`config.mk`:
```
export PLATFORM = sky130hd
export DESIGN_NAME = pmi_core
export DESIGN_NICKNAME = d
export VERILOG_FILES = /design/src/pmi_pkg.sv /design/src/pmi_fifo.sv /design/src/pmi_core.sv
export VERILOG_INCLUDE_DIRS = /design/src
export SDC_FILE = /design/constraint.sdc
export NUM_CORES = 1
export LEC_CHECK = 0
export ABC_CLOCK_PERIOD_IN_PS = 3100
export CAP_MARGIN = 20
export CORE_UTILIZATION = 45
export DETAILED_ROUTE_END_ITERATION = 7
export DONT_BUFFER_PORTS = 1
export SLEW_MARGIN = 20
export SYNTH_ARGS = -nofsm -noshare
export SYNTH_HDL_FRONTEND = slang
export SYNTH_SLANG_ARGS = --single-unit
```
`constraint.sdc`:
```
create_clock -name i_sys_clk -period 3.1 [get_ports i_sys_clk]
set_clock_uncertainty 0.2 [all_clocks]
set_input_delay 0.31 -clock i_sys_clk [delete_from_list [all_inputs] [get_ports i_sys_clk]]
set_output_delay 0.31 -clock i_sys_clk [all_outputs]
set_load 0.05 [all_outputs]
```
`src/pmi_regs.svh`:
```
// Timing constants for the MAC-facing data interface
`ifndef PMI_REGS_SVH
`define PMI_REGS_SVH

// ----------------------------------------------------------------------
// Clock rates in kHz
// ----------------------------------------------------------------------
`define PMI_SYS_CLK_KHZ 10000
`define PMI_TX10_KHZ 2500
`define PMI_TX100_KHZ 25000
`define PMI_RX10_KHZ 2500
`define PMI_RX100_KHZ 25000
`define PMI_RX1000_KHZ 125000

// ----------------------------------------------------------------------
// Half periods in system cycles, rounded down, never below one
// ----------------------------------------------------------------------
`define PMI_HALF(r) (((`PMI_SYS_CLK_KHZ / (2 * (r))) > 0) ? (`PMI_SYS_CLK_KHZ / (2 * (r))) : 1)
`define PMI_TX10_HALF `PMI_HALF(`PMI_TX10_KHZ)
`define PMI_TX100_HALF `PMI_HALF(`PMI_TX100_KHZ)
`define PMI_RX10_HALF `PMI_HALF(`PMI_RX10_KHZ)
`define PMI_RX100_HALF `PMI_HALF(`PMI_RX100_KHZ)
`define PMI_RX1000_HALF `PMI_HALF(`PMI_RX1000_KHZ)

`endif

```
`src/pmi_pkg.sv`:
```
// Types shared by the MAC-facing data interface
package pmi_pkg;

  // --------------------------------------------------------------------
  // Modes, symbol kinds and error-run states
  // --------------------------------------------------------------------
  typedef enum logic [1:0] {
    PMI_MII = 2'h0,
    PMI_GMII = 2'h1,
    PMI_RGMII = 2'h2
  } pmi_if_e;

  typedef enum logic [1:0] {
    PMI_10M = 2'h0,
    PMI_100M = 2'h1,
    PMI_1000M = 2'h2
  } pmi_speed_e;

  typedef enum logic [1:0] {
    PMI_SYM_DATA = 2'h0,
    PMI_SYM_INVALID = 2'h1,
    PMI_SYM_HALT = 2'h2
  } pmi_sym_e;

  typedef enum logic [2:0] {
    PMI_TE_OK = 3'h1,
    PMI_TE_INV = 3'h2,
    PMI_TE_HALT = 3'h4
  } pmi_terr_e;

  // --------------------------------------------------------------------
  // Carriers
  // --------------------------------------------------------------------
  typedef struct packed {
    pmi_sym_e kind;
    logic [7:0] data;
  } pmi_sym_s;

  typedef struct packed {
    logic [7:0] data;
    logic err;
  } pmi_rxb_s;

endpackage : pmi_pkg

```
`src/pmi_fifo.sv`:
```
// Small valid/ready buffer for transmit symbols
`timescale 1ns/1ps
`default_nettype none

module pmi_fifo #(
  parameter int WIDTH = 10,
  parameter int DEPTH = 2
) (
  // Clock and reset
  input wire logic i_clk,
  input wire logic i_reset,
  // Fill side
  input wire logic i_valid,
  input wire logic [WIDTH-1:0] i_data,
  output logic o_ready,
  // Drain side
  output logic o_valid,
  output logic [WIDTH-1:0] o_data,
  input wire logic i_ready
);

  localparam int AW = (DEPTH > 1) ? $clog2(DEPTH) : 1;
  localparam int CW = $clog2(DEPTH + 1);

  logic [WIDTH-1:0] mem_q [DEPTH];
  logic [AW-1:0] wr_q;
  logic [AW-1:0] rd_q;
  logic [AW-1:0] rd_d;
  logic [CW-1:0] cnt_q;
  logic [CW-1:0] cnt_d;
  logic push;
  logic pop;

  function automatic logic [AW-1:0] nxt(input logic [AW-1:0] p);
    return (p == AW'(DEPTH - 1)) ? '0 : p + 1'b1;
  endfunction : nxt

  assign push = i_valid & o_ready;
  assign pop = o_valid & i_ready;
  assign cnt_d = cnt_q + CW'(push) - CW'(pop);
  assign rd_d = pop ? nxt(rd_q) : rd_q;

  // ----------------------------------------------------------------------
  // Pointers and flags
  // ----------------------------------------------------------------------
  always_ff @(posedge i_clk)
  begin
    if (i_reset)
    begin
      wr_q <= '0;
      rd_q <= '0;
      cnt_q <= '0;
      o_valid <= 1'b0;
      o_ready <= 1'b1;
      o_data <= '0;
    end
    else
    begin
      if (push)
        wr_q <= nxt(wr_q);
      if (pop)
        rd_q <= nxt(rd_q);
      cnt_q <= cnt_d;
      o_valid <= (cnt_d != '0);
      o_ready <= (cnt_d != CW'(DEPTH));
      // Head word is registered so the output comes straight from a flop
      o_data <= (push && wr_q == rd_d) ? i_data : mem_q[rd_d];
    end
  end

  // Storage needs no reset; valid guards it
  always_ff @(posedge i_clk)
  begin
    if (push)
      mem_q[wr_q] <= i_data;
  end

endmodule : pmi_fifo
`default_nettype wire

```
`src/pmi_core.sv`:
```
// MAC-facing transmit and receive data path of the transceiver
`include "pmi_regs.svh"
`timescale 1ns/1ps
`default_nettype none

module pmi_core #(
  parameter int TXQ_DEPTH = 2
) (
  // Clock and reset
  input wire logic i_sys_clk,
  input wire logic i_reset,
  // Mode straps
  input wire pmi_pkg::pmi_if_e i_if_mode,
  input wire pmi_pkg::pmi_speed_e i_speed,
  // MAC transmit pins
  input wire logic i_gtx_clk,
  input wire logic [7:0] i_txd,
  input wire logic i_tx_en,
  input wire logic i_tx_er,
  output logic o_tx_clk,
  // Line-side transmit symbols
  output logic o_sym_valid,
  output pmi_pkg::pmi_sym_s o_sym,
  input wire logic i_sym_ready,
  output logic o_tx_overrun,
  // Line-side receive bytes
  input wire logic i_rx_valid,
  input wire pmi_pkg::pmi_rxb_s i_rx_byte,
  output logic o_rx_ready,
  // MAC receive pins
  output logic o_rx_clk,
  output logic [3:0] o_rxd,
  output logic o_rx_ctl,
  output logic o_rx_er
);
  import pmi_pkg::*;

  // ----------------------------------------------------------------------
  // Input synchronisers
  // ----------------------------------------------------------------------
  logic gtx_s1, gtx_s2, gtx_s3;
  logic [7:0] txd_s1, txd_s2;
  logic en_s1, en_s2, er_s1, er_s2;
  logic gtx_rise, gtx_fall;

  // Pins come from MAC clock; two flops before use
  always_ff @(posedge i_sys_clk)
  begin
    gtx_s1 <= i_gtx_clk;
    gtx_s2 <= gtx_s1;
    gtx_s3 <= gtx_s2;
    txd_s1 <= i_txd;
    txd_s2 <= txd_s1;
    en_s1 <= i_tx_en;
    en_s2 <= en_s1;
    er_s1 <= i_tx_er;
    er_s2 <= er_s1;
  end

  // Relies on the MAC clock running during frames
  assign gtx_rise = gtx_s2 & ~gtx_s3;
  assign gtx_fall = ~gtx_s2 & gtx_s3;

  function automatic logic [7:0] tx_half(input pmi_speed_e s);
    return (s == PMI_10M) ? 8'(`PMI_TX10_HALF) : 8'(`PMI_TX100_HALF);
  endfunction : tx_half

  function automatic logic [7:0] rx_half(input pmi_speed_e s);
    unique case (s)
      PMI_10M: return 8'(`PMI_RX10_HALF);
      PMI_100M: return 8'(`PMI_RX100_HALF);
      default: return 8'(`PMI_RX1000_HALF);
    endcase
  endfunction : rx_half

  // ----------------------------------------------------------------------
  // MII transmit clock
  // ----------------------------------------------------------------------
  logic [7:0] txc_cnt_q;
  logic txc_tick, mii_tx_rise, is_mii;

  assign is_mii = (i_if_mode == PMI_MII);
  assign txc_tick = is_mii && (txc_cnt_q >= tx_half(i_speed) - 8'h01);
  assign mii_tx_rise = txc_tick & ~o_tx_clk;

  always_ff @(posedge i_sys_clk)
  begin
    if (i_reset || !is_mii)
    begin
      txc_cnt_q <= 8'h00;
      o_tx_clk <= 1'b0;
    end
    else if (txc_tick)
    begin
      txc_cnt_q <= 8'h00;
      o_tx_clk <= ~o_tx_clk;
    end
    else
      txc_cnt_q <= txc_cnt_q + 8'h01;
  end

  // ----------------------------------------------------------------------
  // Transmit capture
  // ----------------------------------------------------------------------
  logic [3:0] lo_q;
  logic half_q, nib_er_q, ctl_r_q;
  logic raw_v, raw_er, cap_v_q, cap_fire, txq_ready;
  logic [7:0] raw_b;
  pmi_sym_e raw_kind;
  pmi_sym_s cap_q;
  pmi_terr_e terr_q;

  always_ff @(posedge i_sys_clk)
  begin
    if (i_reset)
    begin
      lo_q <= 4'h0;
      half_q <= 1'b0;
      nib_er_q <= 1'b0;
      ctl_r_q <= 1'b0;
    end
    else if (i_if_mode == PMI_RGMII && gtx_rise)
    begin
      lo_q <= txd_s2[3:0];
      ctl_r_q <= en_s2;
    end
    else if (mii_tx_rise)
    begin
      if (!en_s2)
        half_q <= 1'b0;
      else if (!half_q)
      begin
        lo_q <= txd_s2[3:0];
        nib_er_q <= er_s2;
        half_q <= 1'b1;
      end
      else
        half_q <= 1'b0;
    end
  end

  always_comb
  begin
    raw_v = 1'b0;
    raw_b = 8'h00;
    raw_er = 1'b0;
    unique case (i_if_mode)
      PMI_GMII:
        if (gtx_rise && en_s2)
        begin
          raw_v = 1'b1;
          raw_b = txd_s2;
          raw_er = er_s2;
        end
      PMI_RGMII:
        if (gtx_fall && ctl_r_q)
        begin
          raw_v = 1'b1;
          raw_b = {txd_s2[3:0], lo_q};
          raw_er = ctl_r_q ^ en_s2;
        end
      PMI_MII:
        if (mii_tx_rise && en_s2 && half_q)
        begin
          raw_v = 1'b1;
          raw_b = {txd_s2[3:0], lo_q};
          raw_er = nib_er_q | er_s2;
        end
      default: ;
    endcase
    if (!raw_er)
      raw_kind = PMI_SYM_DATA;
    else if (!is_mii || terr_q == PMI_TE_OK)
      raw_kind = PMI_SYM_INVALID;
    else
      raw_kind = PMI_SYM_HALT;
  end

  // A word that finds the holding stage blocked is dropped and flagged
  assign cap_fire = raw_v & ~(cap_v_q & ~txq_ready);

  always_ff @(posedge i_sys_clk)
  begin
    if (i_reset)
      terr_q <= PMI_TE_OK;
    else if (mii_tx_rise && !er_s2)
      terr_q <= PMI_TE_OK;
    else if (is_mii && cap_fire && raw_er)
      terr_q <= (terr_q == PMI_TE_OK) ? PMI_TE_INV : PMI_TE_HALT;
  end

  always_ff @(posedge i_sys_clk)
  begin
    if (i_reset)
    begin
      cap_v_q <= 1'b0;
      cap_q <= '0;
      o_tx_overrun <= 1'b0;
    end
    else
    begin
      o_tx_overrun <= raw_v & ~cap_fire;
      if (cap_fire)
      begin
        cap_v_q <= 1'b1;
        cap_q <= '{kind: raw_kind, data: raw_b};
      end
      else if (txq_ready)
        cap_v_q <= 1'b0;
    end
  end

  pmi_fifo #(
    .WIDTH($bits(pmi_sym_s)),
    .DEPTH(TXQ_DEPTH)
  ) u_txq (
    .i_clk(i_sys_clk),
    .i_reset(i_reset),
    .i_valid(cap_v_q),
    .i_data(cap_q),
    .o_ready(txq_ready),
    .o_valid(o_sym_valid),
    .o_data(o_sym),
    .i_ready(i_sym_ready)
  );

  // ----------------------------------------------------------------------
  // Receive clock and data
  // ----------------------------------------------------------------------
  logic [7:0] rxc_cnt_q;
  logic rx_tick, rx_rise, rx_fall, rx_clk_d;
  logic rx_have_q, rx_have_d, rx_take, rx_consume, rx_nib_q, rg_dv_q, is_rg;
  pmi_rxb_s rx_cur_q;

  assign is_rg = (i_if_mode == PMI_RGMII);
  assign rx_tick = (rxc_cnt_q >= rx_half(i_speed) - 8'h01);
  assign rx_rise = rx_tick & ~o_rx_clk;
  assign rx_fall = rx_tick & o_rx_clk;
  assign rx_clk_d = rx_tick ? ~o_rx_clk : o_rx_clk;
  assign rx_take = o_rx_ready & i_rx_valid;
  assign rx_consume = rx_have_q && rx_fall && (is_rg ? rg_dv_q : (!is_mii || rx_nib_q));
  assign rx_have_d = rx_take | (rx_have_q & ~rx_consume);

  always_ff @(posedge i_sys_clk)
  begin
    if (i_reset)
    begin
      rxc_cnt_q <= 8'h00;
      o_rx_clk <= 1'b0;
    end
    else
    begin
      rxc_cnt_q <= rx_tick ? 8'h00 : rxc_cnt_q + 8'h01;
      o_rx_clk <= rx_clk_d;
    end
  end

  // In RGMII a byte may only load while the clock is low, so both halves match
  always_ff @(posedge i_sys_clk)
  begin
    if (i_reset)
    begin
      rx_have_q <= 1'b0;
      rx_cur_q <= '0;
      o_rx_ready <= 1'b0;
    end
    else
    begin
      rx_have_q <= rx_have_d;
      if (rx_take)
        rx_cur_q <= i_rx_byte;
      o_rx_ready <= ~rx_have_d & (~is_rg | ~rx_clk_d);
    end
  end

  always_ff @(posedge i_sys_clk)
  begin
    if (i_reset)
    begin
      o_rxd <= 4'h0;
      o_rx_ctl <= 1'b0;
      o_rx_er <= 1'b0;
      rx_nib_q <= 1'b0;
      rg_dv_q <= 1'b0;
    end
    else if (is_rg)
    begin
      o_rx_er <= 1'b0;
      rx_nib_q <= 1'b0;
      if (rx_rise)
      begin
        o_rxd <= rx_have_q ? rx_cur_q.data[3:0] : 4'h0;
        o_rx_ctl <= rx_have_q;
        rg_dv_q <= rx_have_q;
      end
      else if (rx_fall)
      begin
        o_rxd <= rg_dv_q ? rx_cur_q.data[7:4] : 4'h0;
        o_rx_ctl <= rg_dv_q & ~rx_cur_q.err;
      end
    end
    else if (rx_fall)
    begin
      rg_dv_q <= 1'b0;
      o_rx_ctl <= rx_have_q;
      o_rx_er <= rx_have_q & rx_cur_q.err;
      o_rxd <= !rx_have_q ? 4'h0 : (is_mii && rx_nib_q) ? rx_cur_q.data[7:4] :
               rx_cur_q.data[3:0];
      if (is_mii && rx_have_q)
        rx_nib_q <= ~rx_nib_q;
    end
  end

  // ----------------------------------------------------------------------
  // Assertions
  // ----------------------------------------------------------------------
  localparam int TXC_MAX = `PMI_TX10_HALF;
  localparam int RXC_MAX = `PMI_RX10_HALF;
endmodule : pmi_core
`default_nettype wire

```
==> metrics.txt <==
Setup TNS Final 0 ns; crit-path max cell delay 0.64 ns; post-synth cell types 52; Clock Sinks 118; FILL cells 726; Cell Area, Placed 4240 um2; P_sw 936 uW; Final HPWL DP 4.38 mm; complex-gate fraction of the synthesized area 0.127; fin. max-slew vios 0; Die Ht 97.8 um; row cnt 34; part of the power in registers 0.454; post_cts resized 0; worst-margin pin slew 0.845 ns; post-synthesis sequential area ratio 0.620; top cells by area, synth dfxtp_1, edfxtp_1, mux2i_1, nor2_1, a211oi_1; top cell type's share of synthesized area 0.475; DIE AREA 9570 um2; Leak Pwr 2.14 nW; layout cells sized above 1 0.122; vias in the first global route 2,549; Crit Path Class reg -> reg; area leader, netlist dfxtp_1; maxcap violations 0; Req. time, crit path 3.29 ns; critical-path cell list nor3_1 > dlygate4sd3_1 > o31ai_4 > o211ai_2 > a21oi_4 > a221o_2; final hold vios 0; fin crit period 2.72 ns; setup violators final 0; Crit. End Element register; vias per cell 4.93; clock share of power 0.478; CP Launch Type register; Synth Area in Simple Gates 0.137; H-Tree Depth 4; die width 97.8 um; # Post-CTS Setup Buffers 0; Final Cycle Share 0.879; Hold Crit Class in -> reg; drt drc 2; outcome finished with violations; first-pass GRT wire length 11.9 mm; Initial DRT Pass Iterations 6; CTS buffer count 17; clock latency on the worst-skew pair 0.50 ns; Slowest-stage cell, CP dlygate4sd3_1; CP max FO 8; GRT Total Usage 0.161; GP Congestion 0.747; CP bufs+invs 1; CTS tree built; yosys warns 0; Area Growth Syn to Fin 26.1%; CP delay by family, top compound AO/OA/AOI/OAI gates; Clock Pin Slew Worst Setup and Hold Paths 0.06 ns; Slew Limit Headroom 0.435; cell count after synthesis 362; Post-DRT Antenna Nets 0; core region area 8810 um2; P_int 3.00 mW; Synth Flop Type dfxtp_1; GRT overflow 0; Synth Area in XOR/XNOR 0.0203; post-synthesis mux area share 0.0412; f_max 0.367 GHz; worst endpoint data arrival time 2.91 ns; Adder-Cell Fraction of Synth Area 0.0242; RSZ-0062 raised after global routing false; pwr/cell area 755 nW/um2; number of synthesized flops with an enable pin 20; Post-Route WL 7.02 mm; Finished Cell Area 5210 um2; CTS max path bufs 2; Peak VDD IR 0.403 mV; initial antenna violation count 0; post-synth design cell area 4130 um2; Vias 2,635; failing checks DRC; Syn Area/Cell 11.4 um2; port bufs 0; combinational share of power 0.068; share of synthesized flip-flops with an asynchronous set or reset 0; Wirelength per Cell 13.1 um; switching share of power 0.238; 1st-iter DRT viols 62; # diodes 0; I/O pin cnt 49; Root Driver clkbuf_8; FF+latch count, synth 118; largest family of logic cells by synthesized area simple AND/OR/NAND/NOR gates; Starting Density 0.469; final net count 450; largest net degree at the start of global routing 46
## tightest hold or removal path, delay by kind of cell
| family | cells | cell delay (ns) |
|---|---|---|
| simple gates | 2 | 0.10 |
| compound gates | 2 | 0.27 |
## cell families after synthesis
kind of cell,count (synthesis)
compound gates,67
xor+xnor,8
fa+ha+maj,8
buf+inv,26
flops,118
mux,17
other cells,1
simple gates,117
## final timing paths
check,from,to,slack (ns),cells past startpoint
max,o_tx_clk,cap_q[2],0.38,6
min,i_if_mode[1],rx_have_q,0.03,4
max reg2reg,o_tx_clk,cap_q[2],0.38,6
min reg2reg,txd_s1[6],txd_s2[6],0.13,0
## synth_stat cells (all sizes together) (4+ instances only)
| cell | n |
|---|---|
| o21ai | 5 |
| nand2 | 28 |
| clkbuf | 11 |
| inv | 12 |
| nor3 | 7 |
| and2 | 10 |
| edfxtp | 20 |
| a21oi | 19 |
| nand4b | 4 |
| a211oi | 14 |
| ha | 8 |
| a221o | 8 |
| nor2b | 6 |
| xnor2 | 4 |
| mux2i | 17 |
| nor2 | 44 |
| a22oi | 4 |
| dfxtp | 98 |
## area by class of cell
class	instances	area, um2	area share
multi-input combinational	227	1480	0.285
timing repair buffer	38	385	0.0740
clock buffer	22	507	0.0973
tap	108	135	0.0260
inverter	12	45.0	0.00865
clock inverter	10	90.1	0.0173
sequential	118	2560	0.492
## through the flow
stage               worst slack (ns)  utilization  hold slack, ns  total power, mW  std cells
global route                   0.268        0.591          0.0500             4.08        535
detailed placement             0.496        0.481           0.112             2.03        467
finish                         0.376        0.591          0.0259             3.93        535
CTS                            0.401        0.591         0.00289             3.97        535
global placement               0.541        0.481           0.110             2.03        467
floorplan                      0.664            -           0.110             2.00        371
## state kept, by name (all words and copies together), names as in the netlist, 2 cells and up
name          flops
u_txq.mem_q      20
cap_q            10
u_txq.o_data     10
rx_cur_q          9
rxc_cnt_q         8
txc_cnt_q         8
txd_s1            8
txd_s2            8
lo_q              4
o_rxd             4
terr_q            3
u_txq.cnt_q       2
## repair_timing
item	CTS	global route
hold buffers	36	0
setup endpoints to repair	0	0
endpoints found under the hold margin	74	0
## placed cells by master, fill, tap and decap left out, types with 10 or more instances in the layout
cell           count
dfxtp_1           98
nor2_1            43
dlygate4sd3_1     35
nand2_1           28
edfxtp_1          20
clkbuf_16         19
mux2i_1           17
a21oi_1           17
a211oi_1          14
inv_1             12
conb_1            10
## power by group through the flow
| stage | sequential (mW) | combinational (mW) | clock, mW |
|---|---|---|---|
| final | 1.79 | 0.266 | 1.88 |
| after global routing | 1.79 | 0.295 | 1.99 |
| after CTS | 1.79 | 0.268 | 1.92 |
| after detailed placement | 1.82 | 0.216 | 0 |
| after global placement | 1.82 | 0.215 | 0 |
| after floorplan | 1.81 | 0.187 | 0 |
## per-layer routing
layer	vias up	global-route usage	wire length (um)
li1	1366	-	-
met1	1213	0.185	3230
met2	48	0.264	3410
met3	8	0.0501	299
met4	0	0.0979	90
met5	-	0	0
No activity file was read; power rests on OpenSTA's default activity.
